$ cat src/gpio_port_regs.svh
`ifndef GPIO_PORT_REGS_SVH
`define GPIO_PORT_REGS_SVH

// Byte address layout: bits [6:5] pick the port block, bits [4:2] the register
`define PORT_STRIDE        8'h20
`define OFS_PIN_DIRECTION  8'h00
`define OFS_PIN_LEVEL      8'h04
`define OFS_OUTPUT_LATCH   8'h08
`define OFS_ANALOG_SELECT  8'h0C
`define OFS_WEAK_PULLUP    8'h10
`define OFS_PIN_STEERING   8'h60
`define ADDR_MSB           6

// Reset values
`define RST_PIN_DIRECTION  8'hFF
`define RST_OUTPUT_LATCH   8'h00
`define RST_ANALOG_SELECT  8'hFF
`define RST_WEAK_PULLUP    8'h00
`define RST_PIN_STEERING   8'h00

// Steering control bit positions
`define SEL_CMP2_OUT       7
`define SEL_CC1            6
`define SEL_SDO            5
`define SEL_SCK            4
`define SEL_SDI            3
`define SEL_TX             2
`define SEL_RX             1
`define SEL_CC2            0

// Pin indices: port A 0..7, port B 8..15, port C 16..23
`define PIN_CMP2_DEF       5'd5
`define PIN_CMP2_ALT       5'd6
`define PIN_CC1_DEF        5'd18
`define PIN_CC1_ALT        5'd8
`define PIN_SDO_DEF        5'd21
`define PIN_SDO_ALT        5'd13
`define PIN_SCK_DEF        5'd19
`define PIN_SCK_ALT        5'd15
`define PIN_SDI_DEF        5'd20
`define PIN_SDI_ALT        5'd14
`define PIN_TX_DEF         5'd22
`define PIN_TX_ALT         5'd14
`define PIN_RX_DEF         5'd23
`define PIN_RX_ALT         5'd15
`define PIN_CC2_DEF        5'd17
`define PIN_CC2_ALT        5'd11

// AXI responses
`define RESP_OKAY          2'h0
`define RESP_SLVERR        2'h2

`endif

$ cat src/gpio_pkg.sv
package gpio_pkg;
    typedef logic [23:0] pin_vec_t;
    typedef logic [7:0]  func_vec_t;
    typedef logic [7:0]  port_byte_t;
    typedef logic [4:0]  pin_idx_t;

    typedef enum logic [2:0] {
        REG_DIRECTION = 3'b000,
        REG_LEVEL     = 3'b001,
        REG_LATCH     = 3'b010,
        REG_ANALOG    = 3'b011,
        REG_PULLUP    = 3'b100,
        REG_STEERING  = 3'b101,
        REG_NONE      = 3'b110
    } reg_sel_t;
endpackage

$ cat src/pin_ovr_if.sv
interface pin_ovr_if;
    import gpio_pkg::*;
    pin_vec_t ovr_en;
    pin_vec_t ovr_dat;
    pin_vec_t ovr_drv;

    modport steer (output ovr_en, output ovr_dat, output ovr_drv);
    modport port  (input ovr_en, input ovr_dat, input ovr_drv);
endinterface

$ cat src/gpio_port_with_pin_steering.sv
`include "gpio_port_regs.svh"

module gpio_port_with_pin_steering
    import gpio_pkg::*;
(
    input  wire logic        aclk,
    input  wire logic        aresetn,
    // AXI4-Lite write address
    input  wire logic [31:0] s_axi_awaddr,
    input  wire logic [2:0]  s_axi_awprot,
    input  wire logic        s_axi_awvalid,
    output logic             s_axi_awready,
    // AXI4-Lite write data
    input  wire logic [31:0] s_axi_wdata,
    input  wire logic [3:0]  s_axi_wstrb,
    input  wire logic        s_axi_wvalid,
    output logic             s_axi_wready,
    // AXI4-Lite write response
    output logic [1:0]       s_axi_bresp,
    output logic             s_axi_bvalid,
    input  wire logic        s_axi_bready,
    // AXI4-Lite read address
    input  wire logic [31:0] s_axi_araddr,
    input  wire logic [2:0]  s_axi_arprot,
    input  wire logic        s_axi_arvalid,
    output logic             s_axi_arready,
    // AXI4-Lite read data
    output logic [31:0]      s_axi_rdata,
    output logic [1:0]       s_axi_rresp,
    output logic             s_axi_rvalid,
    input  wire logic        s_axi_rready,
    // Pins
    input  wire pin_vec_t    pin_i,
    output pin_vec_t         pin_o,
    output pin_vec_t         pin_oe,
    output pin_vec_t         pullup_en,
    output pin_vec_t         input_buf_dis,
    // Peripheral functions, bit order as the steering control
    input  wire func_vec_t   func_en,
    input  wire func_vec_t   func_out,
    input  wire func_vec_t   func_drive,
    output func_vec_t        func_in
);

    ////////////////////////////////////////////////////////////////////////////
    // Register state

    port_byte_t [2:0] dir_q;
    port_byte_t [2:0] latch_q;
    port_byte_t [2:0] analog_q;
    port_byte_t [2:0] pullup_q;
    func_vec_t        steer_q;

    pin_vec_t         pin_sync_q;
    pin_vec_t         pin_level;
    pin_vec_t         dir_flat;
    pin_vec_t         latch_flat;
    pin_vec_t         analog_flat;
    pin_vec_t         pullup_flat;
    pin_vec_t         pin_o_d;
    pin_vec_t         pin_oe_d;
    pin_vec_t         pullup_en_d;
    pin_vec_t         pin_o_q;
    pin_vec_t         pin_oe_q;
    pin_vec_t         pullup_en_q;
    func_vec_t        func_in_d;
    func_vec_t        func_in_q;

    pin_ovr_if        ovr ();

    ////////////////////////////////////////////////////////////////////////////
    // Pin input path

    pin_sync u_sync (
        .aclk       (aclk),
        .aresetn    (aresetn),
        .pin_async  (pin_i),
        .pin_sync_q (pin_sync_q)
    );

    assign dir_flat    = {dir_q[2], dir_q[1], dir_q[0]};
    assign latch_flat  = {latch_q[2], latch_q[1], latch_q[0]};
    assign analog_flat = {analog_q[2], analog_q[1], analog_q[0]};
    assign pullup_flat = {pullup_q[2], pullup_q[1], pullup_q[0]};

    // Buffer off keeps mid-rail analog levels out of the logic; the pin reads 0
    assign pin_level = pin_sync_q & ~analog_flat;

    ////////////////////////////////////////////////////////////////////////////
    // Steering of peripheral functions

    pin_steer u_steer (
        .steer_sel  (steer_q),
        .func_en    (func_en),
        .func_out   (func_out),
        .func_drive (func_drive),
        .pin_level  (pin_level),
        .func_in    (func_in_d),
        .ovr        (ovr.steer)
    );

    ////////////////////////////////////////////////////////////////////////////
    // Pin output path

    always_comb begin
        for (int p = 0; p < 24; p++) begin
            if (ovr.ovr_en[p]) begin
                pin_o_d[p]  = ovr.ovr_dat[p];
                pin_oe_d[p] = ovr.ovr_drv[p];
            end else begin
                pin_o_d[p]  = latch_flat[p];
                pin_oe_d[p] = ~dir_flat[p];
            end
        end
    end

    assign input_buf_dis = analog_flat;
    // Pull-up only while the pin is not being driven
    assign pullup_en_d   = pullup_flat & ~pin_oe_d;

    // Pad controls except input_buf_dis leave through flip-flops: one cycle later, but glitch free
    always_ff @(posedge aclk) begin
        if (!aresetn) begin
            pin_o_q  <= 24'h000000;
            pin_oe_q <= 24'h000000;
        end else begin
            pin_o_q  <= pin_o_d;
            pin_oe_q <= pin_oe_d;
        end
    end

    always_ff @(posedge aclk) begin
        if (!aresetn) begin
            pullup_en_q <= 24'h000000;
        end else begin
            pullup_en_q <= pullup_en_d;
        end
    end

    always_ff @(posedge aclk) begin
        if (!aresetn) begin
            func_in_q <= 8'h00;
        end else begin
            func_in_q <= func_in_d;
        end
    end

    assign pin_o     = pin_o_q;
    assign pin_oe    = pin_oe_q;
    assign pullup_en = pullup_en_q;
    assign func_in   = func_in_q;

    ////////////////////////////////////////////////////////////////////////////
    // AXI4-Lite write channel

    logic        aw_held_q;
    logic        w_held_q;
    logic [6:0]  waddr_q;
    logic [31:0] wdata_q;
    logic [3:0]  wstrb_q;
    logic        bvalid_q;
    logic [1:0]  bresp_q;
    logic        wr_fire;
    reg_sel_t    wr_sel;
    logic [1:0]  wr_port;

    assign s_axi_awready = !aw_held_q && !bvalid_q;
    assign s_axi_wready  = !w_held_q && !bvalid_q;
    assign s_axi_bvalid  = bvalid_q;
    assign s_axi_bresp   = bresp_q;
    assign wr_fire       = aw_held_q && w_held_q;

    function automatic reg_sel_t decode(input logic [6:0] a);
        reg_sel_t s;
        s = REG_NONE;
        if (a[1:0] == 2'h0) begin
            if (a == 7'(`OFS_PIN_STEERING)) begin
                s = REG_STEERING;
            end else if (a[6:5] != 2'h3) begin
                unique case (5'(a[4:0]))
                    5'(`OFS_PIN_DIRECTION): s = REG_DIRECTION;
                    5'(`OFS_PIN_LEVEL):     s = REG_LEVEL;
                    5'(`OFS_OUTPUT_LATCH):  s = REG_LATCH;
                    5'(`OFS_ANALOG_SELECT): s = REG_ANALOG;
                    5'(`OFS_WEAK_PULLUP):   s = REG_PULLUP;
                    default:                s = REG_NONE;
                endcase
            end
        end
        return s;
    endfunction

    always_ff @(posedge aclk) begin
        if (!aresetn) begin
            aw_held_q <= 1'b0;
            waddr_q   <= 7'h00;
        end else if (s_axi_awvalid && s_axi_awready) begin
            aw_held_q <= 1'b1;
            waddr_q   <= s_axi_awaddr[`ADDR_MSB:0];
        end else if (wr_fire) begin
            aw_held_q <= 1'b0;
        end
    end

    always_ff @(posedge aclk) begin
        if (!aresetn) begin
            w_held_q <= 1'b0;
            wdata_q  <= 32'h00000000;
            wstrb_q  <= 4'h0;
        end else if (s_axi_wvalid && s_axi_wready) begin
            w_held_q <= 1'b1;
            wdata_q  <= s_axi_wdata;
            wstrb_q  <= s_axi_wstrb;
        end else if (wr_fire) begin
            w_held_q <= 1'b0;
        end
    end

    assign wr_sel  = decode(waddr_q);
    assign wr_port = waddr_q[6:5];

    always_ff @(posedge aclk) begin
        if (!aresetn) begin
            bvalid_q <= 1'b0;
            bresp_q  <= `RESP_OKAY;
        end else if (wr_fire) begin
            bvalid_q <= 1'b1;
            bresp_q  <= (wr_sel == REG_NONE) ? `RESP_SLVERR : `RESP_OKAY;
        end else if (s_axi_bready) begin
            bvalid_q <= 1'b0;
        end
    end

    ////////////////////////////////////////////////////////////////////////////
    // Port registers, one set per port

    logic wr_byte;
    assign wr_byte = wr_fire && wstrb_q[0];

    for (genvar g = 0; g < 3; g++) begin : g_port
        logic hit;
        assign hit = wr_byte && (wr_port == 2'(g));

        // Steering writes decode elsewhere and never reach this register
        always_ff @(posedge aclk) begin
            if (!aresetn) begin
                dir_q[g] <= `RST_PIN_DIRECTION;
            end else if (hit && wr_sel == REG_DIRECTION) begin
                dir_q[g] <= wdata_q[7:0];
            end
        end

        // Level and latch writes alike load the byte lane straight into the latch; the pins are not read
        always_ff @(posedge aclk) begin
            if (!aresetn) begin
                latch_q[g] <= `RST_OUTPUT_LATCH;
            end else if (hit && (wr_sel == REG_LEVEL || wr_sel == REG_LATCH)) begin
                latch_q[g] <= wdata_q[7:0];
            end
        end

        always_ff @(posedge aclk) begin
            if (!aresetn) begin
                analog_q[g] <= `RST_ANALOG_SELECT;
            end else if (hit && wr_sel == REG_ANALOG) begin
                analog_q[g] <= wdata_q[7:0];
            end
        end

        always_ff @(posedge aclk) begin
            if (!aresetn) begin
                pullup_q[g] <= `RST_WEAK_PULLUP;
            end else if (hit && wr_sel == REG_PULLUP) begin
                pullup_q[g] <= wdata_q[7:0];
            end
        end
    end

    always_ff @(posedge aclk) begin
        if (!aresetn) begin
            steer_q <= `RST_PIN_STEERING;
        end else if (wr_byte && wr_sel == REG_STEERING) begin
            steer_q <= wdata_q[7:0];
        end
    end

    ////////////////////////////////////////////////////////////////////////////
    // AXI4-Lite read channel

    logic        rvalid_q;
    logic [31:0] rdata_q;
    logic [1:0]  rresp_q;
    reg_sel_t    rd_sel;
    logic [1:0]  rd_port;
    port_byte_t  rd_byte;
    pin_vec_t    level_bytes;

    assign s_axi_arready = !rvalid_q;
    assign s_axi_rvalid  = rvalid_q;
    assign s_axi_rdata   = rdata_q;
    assign s_axi_rresp   = rresp_q;
    assign rd_sel        = decode(s_axi_araddr[`ADDR_MSB:0]);
    assign rd_port       = (s_axi_araddr[6:5] == 2'h3) ? 2'h0 : s_axi_araddr[6:5];
    assign level_bytes   = pin_level;

    always_comb begin
        rd_byte = 8'h00;
        unique case (rd_sel)
            REG_DIRECTION: rd_byte = dir_q[rd_port];
            REG_LEVEL:     rd_byte = level_bytes[8*rd_port +: 8];
            REG_LATCH:     rd_byte = latch_q[rd_port];
            REG_ANALOG:    rd_byte = analog_q[rd_port];
            REG_PULLUP:    rd_byte = pullup_q[rd_port];
            REG_STEERING:  rd_byte = steer_q;
            REG_NONE:      rd_byte = 8'h00;
            default:       rd_byte = 8'h00;
        endcase
    end

    always_ff @(posedge aclk) begin
        if (!aresetn) begin
            rvalid_q <= 1'b0;
            rdata_q  <= 32'h00000000;
            rresp_q  <= `RESP_OKAY;
        end else if (s_axi_arvalid && s_axi_arready) begin
            rvalid_q <= 1'b1;
            rdata_q  <= {24'h000000, rd_byte};
            rresp_q  <= (rd_sel == REG_NONE) ? `RESP_SLVERR : `RESP_OKAY;
        end else if (s_axi_rready) begin
            rvalid_q <= 1'b0;
        end
    end

endmodule

$ cat src/pin_sync.sv
module pin_sync
    import gpio_pkg::*;
(
    input  wire logic     aclk,
    input  wire logic     aresetn,
    input  wire pin_vec_t pin_async,
    output pin_vec_t      pin_sync_q
);
    pin_vec_t meta_q;

    // First stage feeds only the second stage
    always_ff @(posedge aclk) begin
        if (!aresetn) begin
            meta_q     <= 24'h000000;
            pin_sync_q <= 24'h000000;
        end else begin
            meta_q     <= pin_async;
            pin_sync_q <= meta_q;
        end
    end
endmodule

$ cat src/pin_steer.sv
`include "gpio_port_regs.svh"

module pin_steer
    import gpio_pkg::*;
(
    input  wire func_vec_t steer_sel,
    input  wire func_vec_t func_en,
    input  wire func_vec_t func_out,
    input  wire func_vec_t func_drive,
    input  wire pin_vec_t  pin_level,
    output func_vec_t      func_in,
    pin_ovr_if.steer       ovr
);
    function automatic pin_idx_t pin_of(input int f, input logic alt);
        pin_idx_t idx;
        idx = 5'd0;
        case (f)
            `SEL_CMP2_OUT: idx = alt ? `PIN_CMP2_ALT : `PIN_CMP2_DEF;
            `SEL_CC1:      idx = alt ? `PIN_CC1_ALT  : `PIN_CC1_DEF;
            `SEL_SDO:      idx = alt ? `PIN_SDO_ALT  : `PIN_SDO_DEF;
            `SEL_SCK:      idx = alt ? `PIN_SCK_ALT  : `PIN_SCK_DEF;
            `SEL_SDI:      idx = alt ? `PIN_SDI_ALT  : `PIN_SDI_DEF;
            `SEL_TX:       idx = alt ? `PIN_TX_ALT   : `PIN_TX_DEF;
            `SEL_RX:       idx = alt ? `PIN_RX_ALT   : `PIN_RX_DEF;
            default:       idx = alt ? `PIN_CC2_ALT  : `PIN_CC2_DEF;
        endcase
        return idx;
    endfunction

    pin_vec_t en_v  [8:0];
    pin_vec_t dat_v [8:0];
    pin_vec_t drv_v [8:0];

    assign en_v[0]  = 24'h000000;
    assign dat_v[0] = 24'h000000;
    assign drv_v[0] = 24'h000000;

    // Each function lands on its selected pin only; the other pin is untouched
    for (genvar f = 0; f < 8; f++) begin : g_func
        pin_idx_t sel_pin;
        pin_vec_t hit;
        assign sel_pin = pin_of(f, steer_sel[f]);
        assign hit     = func_en[f] ? (24'h000001 << sel_pin) : 24'h000000;
        assign en_v[f+1]  = en_v[f] | hit;
        assign dat_v[f+1] = dat_v[f] | (func_out[f] ? hit : 24'h000000);
        assign drv_v[f+1] = drv_v[f] | (func_drive[f] ? hit : 24'h000000);
        assign func_in[f] = pin_level[sel_pin];
    end

    // No function wins on a shared pin: enable, data and drive are ORed; software avoids overlaps
    assign ovr.ovr_en  = en_v[8];
    assign ovr.ovr_dat = dat_v[8];
    assign ovr.ovr_drv = drv_v[8];
endmodule

$ cat config.mk
export PLATFORM = sky130hd
export DESIGN_NAME = gpio_port_with_pin_steering
export DESIGN_NICKNAME = d
export VERILOG_FILES = /design/src/gpio_pkg.sv /design/src/pin_ovr_if.sv /design/src/gpio_port_with_pin_steering.sv /design/src/pin_sync.sv /design/src/pin_steer.sv
export VERILOG_INCLUDE_DIRS = /design/src
export SDC_FILE = /design/constraint.sdc
export NUM_CORES = 1
export LEC_CHECK = 0
export BUFFER_PORTS_ARGS = -buffer_cell sky130_fd_sc_hd__buf_4
export CAP_MARGIN = 20
export CORE_MARGIN = 2
export CORE_UTILIZATION = 56
export DETAILED_ROUTE_END_ITERATION = 8
export GPL_ROUTABILITY_DRIVEN = 0
export GPL_TIMING_DRIVEN = 0
export PLACE_DENSITY = 0.89
export SLEW_MARGIN = 20
export SYNTH_ARGS = -nofsm -noshare
export SYNTH_HDL_FRONTEND = slang
export SYNTH_HIERARCHICAL = 1
export SYNTH_SLANG_ARGS = --single-unit
$ cat constraint.sdc
create_clock -name aclk -period 4.6 [get_ports aclk]
set_clock_uncertainty 0.05 [all_clocks]
set_input_delay 0.69 -clock aclk [delete_from_list [all_inputs] [get_ports aclk]]
set_output_delay 0.69 -clock aclk [all_outputs]
set_load 0.01 [all_outputs]
# [Word-level counts from Yosys, hierarchy flattened]
# Index checks and enable logic that the tools add are counted.
[totals] regBits=264 latchBits=0 mem_bits_rw=0 romBits=0 input_bits=161 out_inout_bits=145 wordCells=285 n_memories=0
[op_classes] n_addsub=0 multipliers=0 div=0 n_lt_le_gt_ge=9 eq_ne=27 n_shift=9 muxes=123 bitwise_logic=49 n_reduce_logical=39
[op_table] cell="2-to-1 mux 24 bit" n=24
[op_table] cell="OR 24 bit" n=21
[op_table] cell="<< shifter 1 x 5 -> 24 bit, first input constant" n=8
[op_table] cell="binary-select mux 8 bit (select 2 bit)" n=4
[op_table] cell="2-to-1 mux 1 bit" n=63
[op_table] cell="AND 24 bit" n=2
[op_table] cell="inverter 24 bit" n=2
[op_table] cell="case mux 8 bit (6 select lines)" n=1
[op_table] cell="less-than comparator 5 x 6 -> 1 bit, second input constant" n=7
[op_table] cell="binary-select mux 1 bit (select 5 bit)" n=8
[op_table] cell="2-to-1 mux 5 bit" n=7
[op_table] cell="2-to-1 mux 8 bit" n=4
[op_table] cell="case mux 3 bit (5 select lines)" n=2
[op_table] cell="inverter 1 bit" n=24
[op_table] cell="variable part select 24 x 6 -> 8 bit" n=1
[op_table] cell="logical AND 1 bit" n=23
[op_table] cell="equality test 5 x 4 -> 1 bit, second input constant" n=4
[op_table] cell="equality test 3 bit, second input constant" n=6
[op_table] cell="2-to-1 mux 3 bit" n=6
[op_table] cell="equality test 7 bit, second input constant" n=2
[op_table] cell="equality test 3 x 2 -> 1 bit, second input constant" n=4
[op_table] cell="equality test 5 x 3 -> 1 bit, second input constant" n=2
[op_table] cell="equality test 5 bit, second input constant" n=2
[op_table] cell="logical NOT 5 bit" n=2
[op_table] cell="other kinds (12)" n=27

# [Longest topological paths before layout]
# Gate-level depths: netlist of run 1.
[depth] ltp_word=14 mapped_depth=8 depth_no_buf=5

# [Hierarchy]
# The synthesis of run 1 kept the hierarchy.
[modules_own_cells] mod="gpio_port_with_pin_steering" instances=1 cells_per_inst=989 area_each_um2=9077.5 seq_area_each_um2=4284.1
[modules_own_cells] mod="pin_sync" instances=1 cells_per_inst=101 area_each_um2=1331.3 seq_area_each_um2=960.9
[modules_own_cells] mod="pin_steer" instances=1 cells_per_inst=83 area_each_um2=640.6 seq_area_each_um2=0.0

# [Least setup slack after synthesis of run 1]
# No wires, ideal clock.
[synth_timing] path_kind="input-to-reg" from="input s_axi_araddr[5]" to="register rdata_q[0], in the netlist s_axi_rdata[0]" setup_ns=0.124 t_arrival_ns=1.936 t_required_ns=4.426 path_slack_ns=2.489 stages=7 path_buffers=2 cell_sequence="buf_2 > buf_2 > or3b_2 > o221ai_1 > o22ai_1 > a221oi_1 > a21oi_1"
[synth_via] elab_chain_len=6 word_cells_on_any_way=23 classes_between="eq/ne (8); shift (1); mux (13); reduce/logical (1)"
[synth_rtl] item="start, declared" line="gpio_port_with_pin_steering.sv:23" source="input wire logic [31:0] s_axi_araddr,"
[synth_rtl] item="branches (longest 5 deep; another with variable part select 24 x 6 -> 8 bit)"
[synth_rtl] item="case mux 8 bit (6 select lines) (*)" line="gpio_port_with_pin_steering.sv:308" source="unique case (rd_sel)"
[synth_rtl] item="end signal, assigned" line="gpio_port_with_pin_steering.sv:327" source="rdata_q <= {24'h000000, rd_byte};"
[synth_rtl] item="end, declared" line="gpio_port_with_pin_steering.sv:291" source="logic [31:0] rdata_q;"
# Mark *: on every way between the ends. The select of a mux whose other input is x is not followed.
# A chain may end at the register's enable or synchronous reset.

# [Final worst setup path of run 1]
[layout_timing] from="register w_held_q" to="register dir_q (netlist bit dir_flat[9])"
[layout_via] elab_chain_len=4
[layout_rtl] item="start, declared" line="gpio_port_with_pin_steering.sv:157" source="logic w_held_q;"
[layout_rtl] item="start signal, assigned" line="gpio_port_with_pin_steering.sv:207" source="w_held_q <= 1'b0;"
[layout_rtl] item="start signal, assigned" line="gpio_port_with_pin_steering.sv:211" source="w_held_q <= 1'b1;"
[layout_rtl] item="start signal, assigned" line="gpio_port_with_pin_steering.sv:215" source="w_held_q <= 1'b0;"
[layout_rtl] item="logical AND 1 bit" line="gpio_port_with_pin_steering.sv:171" source="assign wr_fire = aw_held_q && w_held_q;"
[layout_rtl] item="logical AND 1 bit" line="gpio_port_with_pin_steering.sv:238" source="assign wr_byte = wr_fire && wstrb_q[0];"
[layout_rtl] item="logical AND 1 bit" line="gpio_port_with_pin_steering.sv:242" source="assign hit = wr_byte && (wr_port == 2'(g));"
[layout_rtl] item="logical AND 1 bit" line="gpio_port_with_pin_steering.sv:248" source="end else if (hit && wr_sel == REG_DIRECTION) begin"
[layout_rtl] item="end signal, assigned by index" line="gpio_port_with_pin_steering.sv:247" source="dir_q[g] <= `RST_PIN_DIRECTION;"
[layout_rtl] item="end signal, assigned by index" line="gpio_port_with_pin_steering.sv:249" source="dir_q[g] <= wdata_q[7:0];"
[layout_rtl] item="end, declared" line="gpio_port_with_pin_steering.sv:48" source="port_byte_t [2:0] dir_q;"
# No other way between the ends.

==> flow_summary.ini, run 1 <==
[status]
outcome = finished, final reports clean

[placed_design]
dp_hpwl_um = 24000
place_ws_ns = 2.04
portBuffers = 193
place_inst = 1685
placed_area_mm2 = 0.0130

[pwr]
switchingPower_w = 0.00117
combPwrFrac_pct = 8.5
internal-power_w = 0.00394
power.leakage_nw = 6.19
swShare_pct = 22.8
totalPowerFinal_w = 0.00511
seqPwrFrac_pct = 46.1
clockPowerShare_pct = 45.4
peakVddDrop_mv = 0.259
powerDensity_mw_per_mm2 = 365

[critical_path]
start_kind = flop
crit_fanout = 10
arrival_ns = 2.64
r2r-end = dir_flat[9]
worst-endpoint-required_ns = 4.93
endpoint_kind = flop
crit_chain = nand3_1 -> nor3b_1 -> buf_2 -> nand3_2 -> mux2i_1 -> nand2_1
slowest_stage = nor3b_1
critical_path_class = flop to flop
max_stage_delay_ns = 0.42
r2r_slack_ns = 2.29
reg2reg_depth = 6
rr_startpoint = w_held_q

[min_path]
holdPathStages = 2
hold_start = pin_i[5]
hold_end = u_sync/meta_q[5]
hold_class = primary input to flop

[clock_network]
root_buffer = clkbuf_16
cts_buffer_depth = 3
clk_pin_slew_worst_paths_ns = 0.06
cts_tree = done
cts.htree.levels = 1
numCtsBuffers = 26
cts_sinks = 262
clk_latency_ns = 0.53
cts.repair.resized = 0
postCtsHoldBufs = 0
cts_setup_buffers = 0

[floorplan]
rows = 51
core_mm2 = 0.0194
start_util_pct = 57.0
io_pins = 306
die_x_um = 144
die_h_um = 144
dieArea_mm2 = 0.0209

[run]
drv_cap = 0

[cells_and_area]
drive_above_1_share_pct = 24.7
layout_commonest_cell = dfxtp_1
nNetsFinal = 1609
areaGrowthSynthToFinish_pct = 26.6
fin_cells = 1734
final_cell_mix = 262 x dfxtp_1, 249 x buf_4, 136 x nand2_1, 127 x mux2i_1, 117 x nor2b_1
final_cell_area_mm2 = 0.0140

[detailed_routing]
vias_per_cell = 5.62
vias = 9740
initialDrtViolationCount = 1052
routed_wl_um = 33700
routedWlPerCell_um = 19.4
drtAntennaViolNets = 0
firstDrtPassIters = 6
drc = 0

[timing]
setup_viol = 0
hold_viol = 0
rsz0062_at_grt = no
fin_crit_sh_pct = 50.3
slew_viol_final = 0
fmax_mhz = 432
setup_slack_ns = 2.29
period_minus_slack_ns = 2.31
max_slew.worst_pin.slew_ns = 1.05
max-slew-margin-rel_pct = 29.6
tns_ns = 0

[yosys]
synth.avg_cell_area_um2 = 9.42
ys_types = 51
ys_ff_latch = 262
synthArstFlopShare_pct = 0
synth_edf_count = 0
ys_seq_area_share_pct = 47.5
synth_area_mm2 = 0.0110
ys.warnings.count = 6
ys.flop_type = dfxtp_1
syn_inst = 1173

[grt]
grt_pass1_vias = 9458
overflow = 0
grt_max_degree = 16
antenna_found_initial = 0
track_usage_pct = 32.2
grt_pass1_wl_um = 51100
[state kept, by name, summed over array words and instances (netlist names), 24 cells and up]
name,count
dir_flat,24
input_buf_dis,24
latch_flat,24
pin_o,24
pin_oe,24
pullup_en,24
pullup_flat,24
u_sync/meta_q,24
u_sync/pin_sync_q,24
[final cells by class]
| class | count | area, um^2 |
|---|---|---|
| fillers | 1414 | 5420 |
| clock inverters | 17 | 248 |
| plain buffers | 119 | 701 |
| well taps | 265 | 332 |
| diodes | 1 | 2.50 |
| repair buffers | 193 | 1450 |
| multi-input cells | 844 | 5300 |
| inverters | 2 | 7.51 |
| flip-flops and latches | 262 | 5250 |
| clock buffers | 31 | 701 |
[cells in the mapped netlist (all sizes together) (2+ instances only)]
cell,instances,area share (%)
and2,108,6.4
a2111oi,5,0.74
nand2,138,4.7
a21o,2,0.14
a21boi,10,0.68
xor2,2,0.16
o21a,2,0.14
dfxtp,262,47
nand2b,3,0.17
a22oi,11,0.75
nor4,2,0.11
a21oi,13,0.59
and3,10,0.57
o211ai,3,0.20
nor2b,125,7.3
o221ai,5,0.40
inv,2,0.068
a31oi,3,0.17
o22ai,32,1.8
or3b,5,0.40
a211oi,2,0.14
nor3b,3,0.20
a32o,4,0.40
clkbuf,41,1.4
nor3,17,0.77
nand3,38,1.8
buf,78,4.9
conb,2,0.068
a221oi,3,0.24
mux2,8,0.82
nor2,54,2.1
mux2i,127,12
o32ai,3,0.24
o21ai,45,2.0
[worst max-delay path by stage]
stage                    start             end  cells after the start
4_1_cts               w_held_q    dir_flat[23]                      6
5_1_grt               w_held_q    dir_flat[17]                      6
3_5_place_dp   s_axi_araddr[1]  s_axi_rdata[7]                      5
6_report              w_held_q     dir_flat[9]                      6
2_1_floorplan  s_axi_araddr[5]  s_axi_rdata[0]                      7
3_3_place_gp   s_axi_araddr[6]  s_axi_rdata[6]                      8
[power by group through the flow]
| stage | clock network, W | logic (W) | registers, W |
|---|---|---|---|
| 2_1_floorplan | 0 | 0.000249 | 0.00240 |
| 3_3_place_gp | 0 | 0.000408 | 0.00240 |
| 3_5_place_dp | 0 | 0.000416 | 0.00240 |
| 4_1_cts | 0.00233 | 0.000421 | 0.00235 |
| 5_1_grt | 0.00242 | 0.000468 | 0.00236 |
| 6_report | 0.00232 | 0.000435 | 0.00236 |
[per-stage QoR]
stage	utilization (%)	hold slack (ns)
2_1_floorplan	-	0.362
3_3_place_gp	67.2	0.368
3_5_place_dp	67.2	0.370
4_1_cts	72.1	0.309
5_1_grt	72.1	0.314
6_report	72.1	0.314
[cells by family after synthesis]
family                     count (synthesis)  share of synthesized area (%)
buffers and inverters                    121                           6.41
xor gates and xnor gates                   3                          0.238
other                                      2                         0.0680
DFF                                      262                           47.5
muxes                                    135                           12.3
and+or+nand+nor                          505                           24.7
adders and majority gates                  1                         0.0906
AOI/OAI and AO/OA                        144                           8.74
[critical path: cells and delay by family (launching register included)]
kind / cells / cell delay [ns]
mux: 1 / 0.30
simple gates: 4 / 1.11
flops: 1 / 0.38
buf+inv: 1 / 0.32
[layer usage]
metal	GRT usage (%)	vias to the layer above	wire length [um]
met2	53.0	738	15200
met5	0	-	0
met3	9.74	181	4380
li1	-	4403	-
met4	18.2	0	2340
met1	37.3	4418	11800
No activity file was read; power rests on OpenSTA's default activity.
==> run 2: changes to the inputs <==
- CORE_UTILIZATION: 56 -> 47
- PLACE_DENSITY: 0.89 -> 0.8
- clock period: 4.6 -> 1.88 ns (I/O delays scaled with it)
==> flow_summary.ini, run 2 (synthesis gave the netlist of run 1 again) <==
[grt]
grt_pass1_vias = 9325
grt_pass1_wl_um = 51900
antenna_found_initial = 1
grt_max_degree = 16
track_usage_pct = 27.7
overflow = 0

[critical_path]
start_kind = flop
arrival_ns = 2.20
endpoint_kind = flop
critPathLaunch = waddr_q[6]
rr_startpoint = waddr_q[6]
r2r-end = input_buf_dis[10]
r2r_slack_ns = 0.009
critical_path_class = flop to flop
worst-endpoint-required_ns = 2.21
reg2reg_depth = 6
crit_fanout = 9

[timing]
fin_crit_sh_pct = 99.5
hold_viol = 0
period_minus_slack_ns = 1.87
slew_viol_final = 0
fmax_mhz = 534
max_slew.worst_pin.slew_ns = 0.999
setup_viol = 0
tns_ns = 0
max-slew-margin-rel_pct = 33.3

[pwr]
seqPwrFrac_pct = 45.3
powerDensity_mw_per_mm2 = 861
power.leakage_nw = 6.53
switchingPower_w = 0.00287
swShare_pct = 22.5
peakVddDrop_mv = 0.534
clockPowerShare_pct = 45.4
internal-power_w = 0.00988
combPwrFrac_pct = 9.3
totalPowerFinal_w = 0.0128

[clock_network]
root_buffer = clkbuf_16
cts_buffer_depth = 3
clk_latency_ns = 0.53
cts.htree.levels = 1
cts_sinks = 262
clk_pin_slew_worst_paths_ns = 0.06
cts_tree = done
numCtsBuffers = 26

[floorplan]
core_mm2 = 0.0233
io_pins = 306
start_util_pct = 47.5
die_h_um = 157
dieArea_mm2 = 0.0248
die_x_um = 157
rows = 56

[detailed_routing]
routedWlPerCell_um = 19.1
routed_wl_um = 35200
drc = 0
firstDrtPassIters = 8
initialDrtViolationCount = 1131
drtAntennaViolNets = 0
vias_per_cell = 5.27
vias = 9726

[cells_and_area]
nNetsFinal = 1668
areaGrowthSynthToFinish_pct = 34.1
final_cell_mix = 257 x buf_4, 257 x dfxtp_1, 132 x nand2_1, 127 x mux2i_1, 117 x nor2b_1
drive_above_1_share_pct = 25.4

[min_path]
hold_class = primary input to flop
holdPathStages = 3
hold_end = s_axi_bvalid
hold_start = s_axi_bready

[placed_design]
portBuffers = 193
dp_hpwl_um = 25000

[run]
drv_cap = 0

[status]
outcome = finished, final reports clean
-- run 2: cell types whose count changed in the layout (fill, tap and decap cells not counted), moves of 3 or more --
cell	previous run	this run
nand3_4	0	3
clkbuf_8	1	5
dlygate4sd3_1	0	48
nand2_1	136	132
dfxtp_4	0	3
buf_2	15	9
dfxtp_1	262	257
buf_4	249	257
buf_12	0	5
clkinv_2	7	2
clkbuf_4	0	3
nand2_4	0	3
-- run 2: repair_timing --
action,CTS,global route
setup endpoints to repair,90,101
pin swaps,5,4
buffers inserted,4,7
endpoints found under the hold margin,44,0
resized for setup,12,21
hold buffers,48,0
-- run 2: worst max-delay path by stage --
stage                                   end  slack, ns  cells after the start
after floorplan            input_buf_dis[0]       0.15                      5
after global placement         dir_flat[21]      -0.30                      6
after detailed placement       dir_flat[22]      -0.41                      6
after CTS                    latch_flat[14]      -0.01                      5
after global routing            dir_flat[0]      -0.01                      6
final                     input_buf_dis[10]      0.009                      6
-- run 2: final cells by class --
| class | instances | area (um^2) |
|---|---|---|
| Multi-Input combinational cell | 844 | 5380 |
| Buffer | 119 | 719 |
| Tap cell | 319 | 399 |
| Timing Repair Buffer | 252 | 2070 |
| Antenna cell | 1 | 2.50 |
| Sequential cell | 262 | 5260 |
| Clock inverter | 11 | 213 |
| Fill cell | 1855 | 8440 |
| Inverter | 2 | 7.51 |
| Clock buffer | 36 | 759 |
-- run 2: power by group through the flow --
stage	Clock, W	Sequential [W]	Combinational, W
after floorplan	0	0.00587	0.000610
after global placement	0	0.00588	0.00101
after detailed placement	0	0.00588	0.00103
after CTS	0.00585	0.00576	0.00113
after global routing	0.00609	0.00578	0.00126
final	0.00579	0.00577	0.00119
-- run 2: critical path, cell delays in order (launching register included) --
cell,delay (ns)
dfxtp_4,0.36
a2111oi_4,0.50
and3_1,0.22
clkbuf_4,0.23
nand2_2,0.15
nand2_1,0.10
nand3_1,0.09
-- run 2: through the flow --
| step | util [%] | setup WS (ns) | std cells | hold WS [ns] | area (um^2) |
|---|---|---|---|---|---|
| 3_3_place_gp | 56.3 | -0.299 | 1739 | 0.369 | 13100 |
| 2_1_floorplan | - | 0.154 | 1227 | 0.359 | 11300 |
| 5_1_grt | 63.7 | -0.0140 | 1845 | 0.00910 | 14800 |
| 3_5_place_dp | 56.3 | -0.415 | 1739 | 0.367 | 13100 |
| 4_1_cts | 63.1 | -0.0126 | 1838 | 0.00197 | 14700 |
| 6_report | 63.7 | 0.00861 | 1846 | 0.0146 | 14800 |
-- run 2: routing by layer --
layer | global-route usage [%] | part of all wire (%) | vias to the layer above
li1 | - | - | 4522
met1 | 33.9 | 38 | 4445
met2 | 45.4 | 46 | 618
met3 | 6.03 | 11 | 139
met4 | 15.0 | 5.6 | 2
met5 | 0 | 0.031 | -
